### config.mk
export PLATFORM = sky130hd
export DESIGN_NAME = uef_top
export DESIGN_NICKNAME = d
export VERILOG_FILES = /design/src/include/uef_pkg.sv /design/src/design/uef_turnaround.sv /design/src/design/uef_top.sv
export VERILOG_INCLUDE_DIRS = /design/src /design/src/include
export SDC_FILE = /design/constraint.sdc
export NUM_CORES = 1
export LEC_CHECK = 0
export ABC_AREA = 1
export BUFFER_PORTS_ARGS = -buffer_cell sky130_fd_sc_hd__buf_2
export CAP_MARGIN = 10
export CORE_MARGIN = 5
export CORE_UTILIZATION = 35
export CTS_CLUSTER_SIZE = 40
export DETAILED_ROUTE_END_ITERATION = 8
export PLACE_DENSITY = 0.66
export SYNTH_ARGS = -nofsm -noshare
export SYNTH_HDL_FRONTEND = slang
export SYNTH_SLANG_ARGS = --single-unit
### constraint.sdc
create_clock -name sys_clk_i -period 2.1 [get_ports sys_clk_i]
set_clock_uncertainty 0.2 [all_clocks]
set_input_delay 0.105 -clock sys_clk_i [delete_from_list [all_inputs] [get_ports sys_clk_i]]
set_output_delay 0.105 -clock sys_clk_i [all_outputs]
set_load 0.01 [all_outputs]
### src/include/uef_regs.svh
`ifndef UEF_REGS_SVH
`define UEF_REGS_SVH
// ----------------------------------------
// Register byte offsets
// ----------------------------------------
`define UEF_STATUS_OFS 8'h00
`define UEF_ENABLE_OFS 8'h04
`define UEF_SUMMARY_OFS 8'h08
// ----------------------------------------
// Error status field positions
// ----------------------------------------
`define UEF_BIT_BITSTUFF 7
`define UEF_BIT_TURNAROUND 4
`define UEF_BIT_FIELD_SIZE 3
`define UEF_BIT_DATA_CRC 2
`define UEF_BIT_TOKEN_CRC 1
`define UEF_BIT_PID 0
// Implemented flag positions, bits 6-5 unused
`define UEF_FLAG_MASK 8'h9f
// ----------------------------------------
// Reset values
// ----------------------------------------
`define UEF_STATUS_RST 8'h00
`define UEF_ENABLE_RST 8'h00
// ----------------------------------------
// Timing and bus constants
// ----------------------------------------
// Idle bit times allowed after an end of packet
`define UEF_TURN_BITS 5'h10
`define UEF_CNT_ZERO 5'h00
`define UEF_CNT_ONE 5'h01
// Address bits decoded by the slave
`define UEF_ADDR_MSB 7
`endif

### src/include/uef_pkg.sv
// ----------------------------------------
// Shared types
// ----------------------------------------
package uef_pkg;
  // Turnaround watchdog states, Gray along the path
  typedef enum logic [1:0]
  {
    UEF_TA_IDLE = 2'b00,
    UEF_TA_COUNT = 2'b01,
    UEF_TA_FIRED = 2'b11
  } uef_ta_state_t;
endpackage

### src/design/uef_turnaround.sv
`include "uef_regs.svh"
// ----------------------------------------
// Bus turnaround time-out watchdog
// ----------------------------------------
module uef_turnaround
(
  input wire logic sys_clk_i,
  input wire logic reset_i,
  input wire logic eop_i,
  input wire logic resp_wait_i,
  input wire logic bus_idle_i,
  input wire logic bit_tick_i,
  output logic timeout_o
);
  // State, idle bit counter, output pulse
  uef_pkg::uef_ta_state_t state_r;
  uef_pkg::uef_ta_state_t state_nxt;
  logic [4:0] cnt_r;
  logic [4:0] cnt_nxt;
  logic timeout_r;
  logic timeout_nxt;

  // ----------------------------------------
  // Next state
  // ----------------------------------------
  always_comb
  begin
    state_nxt = state_r;
    cnt_nxt = cnt_r;
    timeout_nxt = 1'b0;
    case (state_r)
      // Armed by an end of packet while a reply is due
      uef_pkg::UEF_TA_IDLE:
      begin
        if (eop_i && resp_wait_i)
        begin
          state_nxt = uef_pkg::UEF_TA_COUNT;
          cnt_nxt = `UEF_CNT_ZERO;
        end
      end
      // Counting idle bit times
      uef_pkg::UEF_TA_COUNT:
      begin
        if (!resp_wait_i || !bus_idle_i)
        begin
          state_nxt = uef_pkg::UEF_TA_IDLE;
        end
        else if (bit_tick_i)
        begin
          // RULE2: more than sixteen idle bits
          if (cnt_r == `UEF_TURN_BITS)
          begin
            state_nxt = uef_pkg::UEF_TA_FIRED;
            timeout_nxt = 1'b1;
          end
          else
          begin
            cnt_nxt = cnt_r + `UEF_CNT_ONE;
          end
        end
      end
      // One report per wait, then rest
      uef_pkg::UEF_TA_FIRED:
      begin
        if (!resp_wait_i)
        begin
          state_nxt = uef_pkg::UEF_TA_IDLE;
        end
      end
      default:
      begin
        state_nxt = uef_pkg::UEF_TA_IDLE;
      end
    endcase
  end

  // ----------------------------------------
  // Registers
  // ----------------------------------------
  always_ff @(posedge sys_clk_i or posedge reset_i)
  begin
    if (reset_i)
    begin
      state_r <= uef_pkg::UEF_TA_IDLE;
      cnt_r <= `UEF_CNT_ZERO;
      timeout_r <= 1'b0;
    end
    else
    begin
      state_r <= state_nxt;
      cnt_r <= cnt_nxt;
      timeout_r <= timeout_nxt;
    end
  end

  assign timeout_o = timeout_r;
endmodule

### src/design/uef_top.sv
// The implementer's own choices: the register offsets and the AHB-Lite interface to the registers.
`include "uef_regs.svh"
// Function
// RULE1: Bit 7 flags bit-stuff violations
// RULE2: Bit 4 flags idle over sixteen bits
// RULE3: Bit 3 flags non-byte data field
// RULE4: Bit 2 data CRC, bit 1 token CRC
// RULE5: Bit 0 flags PID check failure
// RULE6: Flags readable, reset zero, bits 6-5 zero
// RULE7: Summary flag from enabled errors only
// RULE8: Writing zero clears, one keeps
module uef_top
(
  input wire logic sys_clk_i,
  input wire logic reset_i,
  // AHB-Lite slave
  input wire logic hsel_i,
  input wire logic [31:0] haddr_i,
  input wire logic [1:0] htrans_i,
  input wire logic hwrite_i,
  // Size ignored, whole-word accesses assumed
  input wire logic [2:0] hsize_i,
  input wire logic [31:0] hwdata_i,
  input wire logic hready_i,
  output logic hreadyout_o,
  output logic hresp_o,
  output logic [31:0] hrdata_o,
  // Error events from the receive path, one-cycle pulses
  input wire logic bitstuff_err_i,
  input wire logic field_size_err_i,
  input wire logic data_crc_fail_i,
  input wire logic token_crc_err_i,
  input wire logic pid_check_fail_i,
  // Turnaround watchdog inputs
  input wire logic eop_i,
  input wire logic resp_wait_i,
  input wire logic bus_idle_i,
  input wire logic bit_tick_i,
  // Summary error flag
  output logic usb_summary_err_flag_o
);
  // ----------------------------------------
  // Declarations
  // ----------------------------------------
  // Error status and enable registers
  logic [7:0] usb_error_status_r;
  logic [7:0] usb_error_status_nxt;
  logic [7:0] usb_error_enable_r;
  logic [7:0] usb_error_enable_nxt;
  // Summary flag
  logic usb_summary_err_flag_r;
  logic usb_summary_err_flag_nxt;
  // Captured write address phase
  logic wr_pend_r;
  logic wr_pend_nxt;
  logic [7:0] wr_addr_r;
  logic [7:0] wr_addr_nxt;
  // Read data, prepared in the address phase
  logic [31:0] hrdata_r;
  logic [31:0] hrdata_nxt;
  logic hreadyout_r;
  // Event vector in flag positions
  logic [7:0] event_vec;
  // One-cycle time-out pulse from the watchdog
  logic turnaround_timeout;
  // Qualified address phase
  logic addr_phase;

  // ----------------------------------------
  // Helpers
  // ----------------------------------------
  // Address match on decoded byte offset
  function automatic logic reg_hit(input logic [7:0] addr, input logic [7:0] ofs);
    reg_hit = (addr == ofs);
  endfunction

  // ----------------------------------------
  // Turnaround watchdog
  // ----------------------------------------
  // Counts idle bit times after an end of packet while a reply is due
  uef_turnaround u_turnaround
  (
    .sys_clk_i(sys_clk_i),
    .reset_i(reset_i),
    .eop_i(eop_i),
    .resp_wait_i(resp_wait_i),
    .bus_idle_i(bus_idle_i),
    .bit_tick_i(bit_tick_i),
    .timeout_o(turnaround_timeout)
  );

  // ----------------------------------------
  // Event mapping
  // ----------------------------------------
  // Receive-path pulses land in their flag positions, bits 6-5 stay empty
  always_comb
  begin
    event_vec = 8'h00;
    // RULE1: bit-stuff into bit 7
    event_vec[`UEF_BIT_BITSTUFF] = bitstuff_err_i;
    // RULE2: time-out into bit 4
    event_vec[`UEF_BIT_TURNAROUND] = turnaround_timeout;
    // RULE3: field size into bit 3
    event_vec[`UEF_BIT_FIELD_SIZE] = field_size_err_i;
    // RULE4: CRC errors into bits 2, 1
    event_vec[`UEF_BIT_DATA_CRC] = data_crc_fail_i;
    event_vec[`UEF_BIT_TOKEN_CRC] = token_crc_err_i;
    // RULE5: PID check into bit 0
    event_vec[`UEF_BIT_PID] = pid_check_fail_i;
  end

  // ----------------------------------------
  // Bus phase tracking
  // ----------------------------------------
  // Zero wait states: an address phase taken on one edge has its data
  // phase complete on the next, so read data is prepared early.
  // Read data shows the flags at the address-phase edge; an event that
  // lands during the data phase shows on the following read.
  // Valid transfer accepted this cycle
  assign addr_phase = hsel_i && htrans_i[1] && hready_i;

  always_comb
  begin
    wr_pend_nxt = wr_pend_r;
    wr_addr_nxt = wr_addr_r;
    hrdata_nxt = hrdata_r;
    // Data phase finishes when the bus is ready
    if (hready_i)
    begin
      wr_pend_nxt = addr_phase && hwrite_i;
      wr_addr_nxt = haddr_i[`UEF_ADDR_MSB:0];
      hrdata_nxt = 32'h0000_0000;
      // Read data latched now, driven in the data phase
      if (addr_phase && !hwrite_i)
      begin
        // RULE6: unused bits read zero
        if (reg_hit(haddr_i[`UEF_ADDR_MSB:0], `UEF_STATUS_OFS))
        begin
          hrdata_nxt = {24'h00_0000, usb_error_status_r & `UEF_FLAG_MASK};
        end
        else if (reg_hit(haddr_i[`UEF_ADDR_MSB:0], `UEF_ENABLE_OFS))
        begin
          hrdata_nxt = {24'h00_0000, usb_error_enable_r & `UEF_FLAG_MASK};
        end
        else if (reg_hit(haddr_i[`UEF_ADDR_MSB:0], `UEF_SUMMARY_OFS))
        begin
          hrdata_nxt = {31'h0000_0000, usb_summary_err_flag_r};
        end
        // Unmapped reads return zero
        else
        begin
          hrdata_nxt = 32'h0000_0000;
        end
      end
    end
  end

  // ----------------------------------------
  // Register file next values
  // ----------------------------------------
  always_comb
  begin
    usb_error_status_nxt = usb_error_status_r;
    usb_error_enable_nxt = usb_error_enable_r;
    // Writes land at the end of the data phase, when hwdata is valid.
    // Status bits are clear-only: a one written keeps the flag, so
    // software cannot fake an error indication.
    // RULE8: zero written clears the flag
    if (wr_pend_r && reg_hit(wr_addr_r, `UEF_STATUS_OFS))
    begin
      usb_error_status_nxt = usb_error_status_r & hwdata_i[7:0];
    end
    // Enable register writable in flag positions, bits 6-5 held zero
    if (wr_pend_r && reg_hit(wr_addr_r, `UEF_ENABLE_OFS))
    begin
      usb_error_enable_nxt = hwdata_i[7:0] & `UEF_FLAG_MASK;
    end
    // An event in the same cycle as a clearing write still sets the
    // flag, so no error is lost to a read-modify-write race.
    // RULE6: set wins, unused bits held zero
    usb_error_status_nxt = (usb_error_status_nxt | event_vec) & `UEF_FLAG_MASK;
    // Summary follows the registered flags, one edge behind them
    // RULE7: only enabled flags raise summary
    usb_summary_err_flag_nxt = |(usb_error_status_r & usb_error_enable_r);
  end

  // ----------------------------------------
  // Registers
  // ----------------------------------------
  always_ff @(posedge sys_clk_i or posedge reset_i)
  begin
    if (reset_i)
    begin
      // RULE6: flags zero at reset
      usb_error_status_r <= `UEF_STATUS_RST;
      usb_error_enable_r <= `UEF_ENABLE_RST;
      usb_summary_err_flag_r <= 1'b0;
      wr_pend_r <= 1'b0;
      wr_addr_r <= 8'h00;
      hrdata_r <= 32'h0000_0000;
      hreadyout_r <= 1'b0;
    end
    else
    begin
      usb_error_status_r <= usb_error_status_nxt;
      usb_error_enable_r <= usb_error_enable_nxt;
      usb_summary_err_flag_r <= usb_summary_err_flag_nxt;
      wr_pend_r <= wr_pend_nxt;
      wr_addr_r <= wr_addr_nxt;
      hrdata_r <= hrdata_nxt;
      // Zero wait states once out of reset
      hreadyout_r <= 1'b1;
    end
  end

  // ----------------------------------------
  // Outputs
  // ----------------------------------------
  // Bus outputs come from registers, except the fixed OKAY response
  assign hreadyout_o = hreadyout_r;
  // Always OKAY
  assign hresp_o = 1'b0;
  assign hrdata_o = hrdata_r;
  assign usb_summary_err_flag_o = usb_summary_err_flag_r;
endmodule

=== After elaboration in Yosys (flattened, before gate mapping) ===
Index checks and enable logic that the tools add are counted.
Widths: inputs -> output; s select.

* Flip-flop bits (word level): 63
* Logic and storage cells: 65
* Input bits: 83
* Output and inout port bits: 35

* Reduce and logical (&&, ||, !) cells: 18
* Add/sub/neg operators: 1
* Equal/unequal tests: 13
* Mux-type cells: 20
* Bitwise operators: 3

{| class="wikitable"
|+ Operators by type and width
! kind !! count
|-
| $mux 8 || 4
|-
| $mux 5 || 4
|-
| $and 8x8->8 || 2
|-
| $eq 8x3->1 const B || 2
|-
| $logic_not 8->1 || 2
|-
| $mux 2 || 5
|-
| $pmux 5 s2 || 1
|-
| $eq 8x4->1 const B || 1
|-
| $ne 2x2->1 const B || 4
|-
| $or 8x8->8 || 1
|-
| $reduce_or 8->1 || 1
|-
| $logic_and 1x1->1 || 7
|-
| $pmux 2 s3 || 1
|-
| $add 5x1->5 const B || 1
|-
| $eq 5x5->1 const B || 1
|-
| $mux 1 || 5
|-
| $reduce_and 5->1 || 1
|-
| $reduce_and 4->1 || 1
|-
| $logic_not 1->1 || 3
|-
| $ne 3x1->1 const B || 1
|-
| $ne 3x2->1 const B || 1
|-
| $eq 2x1->1 const B || 1
|-
| $eq 2x2->1 const B || 1
|-
| $logic_not 2->1 || 1
|-
| other kinds (3) || 3
|}

=== Depth between registers and ports, before layout ===
* Depth after elaboration: 5
* Mapped depth: 9

=== Hierarchy ===
Synthesis repeated with hierarchy kept, for this count alone.

* Cells, all modules: 277
* Area, all modules: 2,124.5 um2

{| class="wikitable"
|+ Modules (own cells, without submodules)
! module !! sequential area each (um2) !! times used !! cells each !! area an instance (um2)
|-
| uef_top || 725.7 || 1 || 202 || 1,600.3
|-
| uef_turnaround || 200.2 || 1 || 75 || 524.3
|}

=== Least setup slack after synthesis ===
No wires, ideal clock.

* Path kind: reg2reg
* From: reg u_turnaround.cnt_r[0]
* To: reg u_turnaround.cnt_r[2]
* Cell stages (with the launch flop): 10
* Clock period less this slack: 1,363 ps
* Buffers on the path: 0
* Setup time: 116 ps
* Path slack: 737 ps
* Arrival: 1,046 ps
* Cells stage by stage: dfrtp_1 -> inv_1 -> ha_1 -> nand3_1 -> nand2_1 -> nand2_2 -> nand2_4 -> clkinv_4 -> nand2_1 -> nand2_1

* Cells in the longest elaborated chain, start to end: 5
* Elaborated cells on any way between the ends: 8
* Classes of those cells: add/sub (1); eq/ne (2); mux (4); reduce/logical (1)

{| class="wikitable"
|+ RTL lines
! what !! line !! source
|-
| start, declared || uef_turnaround.sv:18 || <nowiki>logic [4:0] cnt_r;</nowiki>
|-
| start signal, assigned || uef_turnaround.sv:85 || <nowiki>cnt_r <= `UEF_CNT_ZERO;</nowiki>
|-
| start signal, assigned || uef_turnaround.sv:91 || <nowiki>cnt_r <= cnt_nxt;</nowiki>
|-
| $add 5x1->5 (no line) || - ||
|-
| $mux 5 || uef_turnaround.sv:51 || <nowiki>if (cnt_r == `UEF_TURN_BITS)</nowiki>
|-
| $mux 5 || uef_turnaround.sv:48 || <nowiki>else if (bit_tick_i)</nowiki>
|-
| $mux 5 || uef_turnaround.sv:44 || <nowiki>if (!resp_wait_i || !bus_idle_i)</nowiki>
|-
| $pmux 5 s2 || uef_turnaround.sv:31 || <nowiki>case (state_r)</nowiki>
|}

Parallel ways exist; a longest one is shown, timed or not. The select of a mux whose other input is x is not followed.
A chain may end at the register's enable or synchronous reset.

=== Worst setup path after layout ===
* From: reg wr_addr_r[2]
* To: reg usb_error_status_r[2]

* Cells in the longest elaborated chain, start to end: 4

{| class="wikitable"
|+ RTL lines
! what !! line !! source
|-
| start, declared || uef_top.sv:56 || <nowiki>logic [7:0] wr_addr_r;</nowiki>
|-
| start signal, assigned || uef_top.sv:209 || <nowiki>wr_addr_r <= wr_addr_nxt;</nowiki>
|-
| $logic_not 8->1 || uef_top.sv:74 || <nowiki>reg_hit = (addr == ofs);</nowiki>
|-
| $logic_and 1x1->1 || uef_top.sv:169 || <nowiki>if (wr_pend_r && reg_hit(wr_addr_r, `UEF_STATUS_OFS))</nowiki>
|-
| $mux 8 || uef_top.sv:169 ||
|-
| $or 8x8->8 || uef_top.sv:181 || <nowiki>usb_error_status_nxt = (usb_error_status_nxt | event_vec) & `UEF_FLAG_MASK;</nowiki>
|-
| net usb_error_status_nxt[2] || uef_top.sv:47 || <nowiki>logic [7:0] usb_error_status_nxt;</nowiki>
|-
| end signal, assigned || uef_top.sv:195 || <nowiki>usb_error_status_r <= `UEF_STATUS_RST;</nowiki>
|-
| end signal, assigned || uef_top.sv:205 || <nowiki>usb_error_status_r <= usb_error_status_nxt;</nowiki>
|-
| end, declared || uef_top.sv:46 || <nowiki>logic [7:0] usb_error_status_r;</nowiki>
|}

The timed path passes the listed nets, and every way through them passes these cells.

==> flow_metrics.py <==
metrics = {
    "sta": {
        "rsz0062_at_grt": "false",
        "period_minus_slack_ns": 1.97,
        "hold_viol": 0,
        "setup_ws_ns": 0.135,
        "tns_ns": 0,
        "fmax_mhz": 509,
        "period_share": 0.936,
        "setup_viol": 0,
        "slew_viol_final": 0,
    },
    "global_route": {
        "grt_pass1_wl_um": 8050,
        "antenna_found_initial": 0,
        "grt_max_degree": 38,
        "grt_overflow_total": 0,
        "grt_use_total": 0.130,
        "grt_pass1_vias": 1948,
    },
    "synthesis": {
        "synth_area_leaders": "dfrtp_1, nand2_1, buf_4",
        "syn-cell-area_um2": 2130,
        "ys_top_cells_by_count": "nand2_1, dfrtp_1, inv_1, buf_4, nand3_1",
        "ys_types": 24,
        "synth-async-reset-ratio": 1.00,
        "netlist.area_leader.share": 0.434,
        "yosysTopAreaCell": "dfrtp_1",
        "syn_inst": 280,
        "yosysWarnings": 0,
        "yosysMostFrequentCell": "nand2_1",
        "synth-edff-count": 0,
        "ys_ff_latch": 37,
        "ys_seq_area_frac": 0.434,
        "synth_area_per_cell_um2": 7.62,
        "ys.flop_type": "dfrtp_1",
    },
    "job": {
        "maxCapViolCount": 0,
    },
    "clock_network": {
        "post_cts_buffers": 0,
        "cts_tree": "built",
        "clockBufferDepth": 2,
        "root_buffer": "clkbuf_8",
        "htreeDepth": 2,
        "clkLatencyLatePin_ns": 0.29,
        "cts.clk_slew.worst_paths_ns": 0.08,
        "clkSinkCount": 37,
        "numCtsBuffers": 5,
    },
    "critical_path": {
        "start_kind": "flop",
        "end_kind": "flop",
        "required_ns": 2.07,
        "critPathKind": "flop to flop",
        "cp.arrival_ns": 1.93,
        "worstPathMaxFanout": 9,
    },
    "layout": {
        "fillCellCount": 580,
        "area_growth_pct": 29.4,
        "nNetsFinal": 439,
        "drive_above_1_share": 0.180,
        "final_cells": 430,
        "diodes": 0,
    },
    "worst_hold_path": {
        "hold_path.class": "input port to flop",
    },
    "floorplanning": {
        "initial_utilization": 0.361,
        "die_area_um2": 7760,
        "fp.dieH_um": 88.1,
        "core_area_um2": 5920,
        "fp.dieW_um": 88.1,
        "ioPinCount": 118,
        "row_count": 28,
    },
    "power_and_ir_drop": {
        "power_frac_comb": 0.234,
        "vdd_drop_max_v": 0.000484,
        "p_seq_frac": 0.432,
        "power.switching_mw": 0.595,
        "power_density_nw_per_um2": 701,
        "leakage_nw": 1.47,
        "p_int_mw": 1.34,
        "sw_frac_of_total": 0.307,
        "clockPowerShare": 0.334,
    },
    "placement": {
        "gp_congestion": 0.810,
        "dpl_worst_slack_ns": 0.633,
        "io_buffers": 36,
        "hpwl_um": 3140,
        "placed_cells": 387,
    },
    "routing": {
        "dr.pass1.iters": 4,
        "wirelength_um": 4510,
        "post_drt_wl_per_cell_um": 10.5,
        "viasPerCell": 4.36,
        "via_count": 1875,
        "drcViolationCount": 0,
        "drt_iter0_drc": 65,
        "detail-route-antenna-nets": 0,
    },
    "outcome": {
        "status": "completed",
    },
}
placed cells by master (no fill, tap or decap):
| cell type | synthesis | final |
|---|---|---|
| dfrtp_1 | 37 | 36 |
| nor2_1 | 11 | 11 |
| conb_1 | 2 | 28 |
| xnor2_1 | 1 | 1 |
| inv_1 | 35 | 35 |
| nand4_1 | 11 | 11 |
| bufinv_16 | 0 | 1 |
| nor2_4 | 3 | 3 |
| ha_1 | 2 | 2 |
| a22o_1 | 2 | 2 |
| nand2_4 | 1 | 1 |
| dlygate4sd3_1 | 0 | 35 |
| clkinv_4 | 1 | 1 |
| inv_2 | 3 | 3 |
| dfrtp_2 | 0 | 1 |
| clkbuf_8 | 0 | 6 |
| nand2_2 | 2 | 2 |
| clkinvlp_4 | 0 | 1 |
| buf_2 | 4 | 36 |
| nand2_1 | 88 | 88 |
| nand3_1 | 27 | 27 |
| o21ai_0 | 8 | 8 |
| xor2_1 | 2 | 2 |
| a21oi_1 | 4 | 4 |
| o21ai_2 | 2 | 2 |
| nand3_2 | 1 | 1 |
| buf_4 | 28 | 2 |
| o21ai_1 | 1 | 1 |
| nor2_2 | 4 | 4 |
path summary, 6_finish.rpt:
path / from / end / slack, ns / cells past startpoint
setup / recovery: wr_addr_r[2] / usb_error_status_r[2] / 0.13 / 5
hold / removal: hready_i / wr_addr_r[6] / 0.009 / 3
setup reg to reg: wr_addr_r[2] / usb_error_status_r[2] / 0.13 / 5
hold reg to reg: u_turnaround.timeout_o / usb_error_status_r[4] / 0.25 / 2
max in group asynchronous: reset_i / wr_pend_r / 1.09 / 4
min in group asynchronous: reset_i / hreadyout_o / 0.26 / 4
per-layer routing:
metal | vias up | track usage | routed length, um | share of wire
met2 | 54 | 0.235 | 2210 | 0.49
met1 | 848 | 0.144 | 1890 | 0.42
met3 | 10 | 0.0386 | 326 | 0.072
met4 | 0 | 0.0508 | 89 | 0.020
met5 | - | 0 | 0 | 0
li1 | 963 | - | - | -
power by group through the flow:
stage               registers [mW]  logic [mW]  clock network (mW)
floorplan                    0.832       0.375                   0
global placement             0.848       0.407                   0
detailed placement           0.850       0.416                   0
CTS                          0.837       0.457               0.670
global route                 0.850       0.535               0.708
finish                       0.837       0.453               0.647
kinds of logic after synthesis:
| family | Yosys count | share of synthesized area |
|---|---|---|
| xor+xnor | 3 | 0.0123 |
| other cells | 2 | 0.00352 |
| compound gates | 17 | 0.0469 |
| fa+ha+maj | 2 | 0.0117 |
| flops | 37 | 0.434 |
| simple gates | 148 | 0.313 |
| buf+inv | 71 | 0.179 |
worst max-delay path, stage by stage (launching register included):
cell,delay [ns]
dfrtp_1,0.50
nor2_4,0.23
nand2_1,0.18
nand2_1,0.10
nand3_1,0.06
dlygate4sd3_1,0.56
flip-flops by register name (all words and copies together) (netlist names):
register,flops
wr_addr_r,8
hrdata_o,6
u_turnaround.state_r,2
u_turnaround.timeout_o,1
wr_pend_r,1
usb_summary_err_flag_o,1
hreadyout_o,1
u_turnaround.cnt_r,5
usb_error_status_r,6
usb_error_enable_r,6
stage by stage:
stage	hold WS, ns	total power [mW]	area [um2]	util
finish	0.00878	1.94	2760	0.467
global route	0.0276	2.09	2760	0.467
CTS	0.000126	1.96	2760	0.466
detailed placement	0.0471	1.27	2290	0.387
global placement	0.0445	1.25	2290	0.387
floorplan	0.0194	1.21	2230	-
layout make-up:
type                            count  area, um2  area share
Timing Repair Buffer               73        546       0.197
Clock inverter                      2       37.5      0.0136
Tap cell                           75       93.8      0.0340
Inverter                           39        151      0.0548
Clock buffer                        6       82.6      0.0299
Sequential cell                    37        927       0.336
Multi-Input combinational cell    198        925       0.335
timing repair:
action                                  in CTS  in global routing
endpoints found under the setup margin       0                  3
gates resized for setup                      0                  1
hold buffers                                35                  0
hold endpoints to repair                    60                  0
Note: power is estimated with default switching activity, not from simulation.
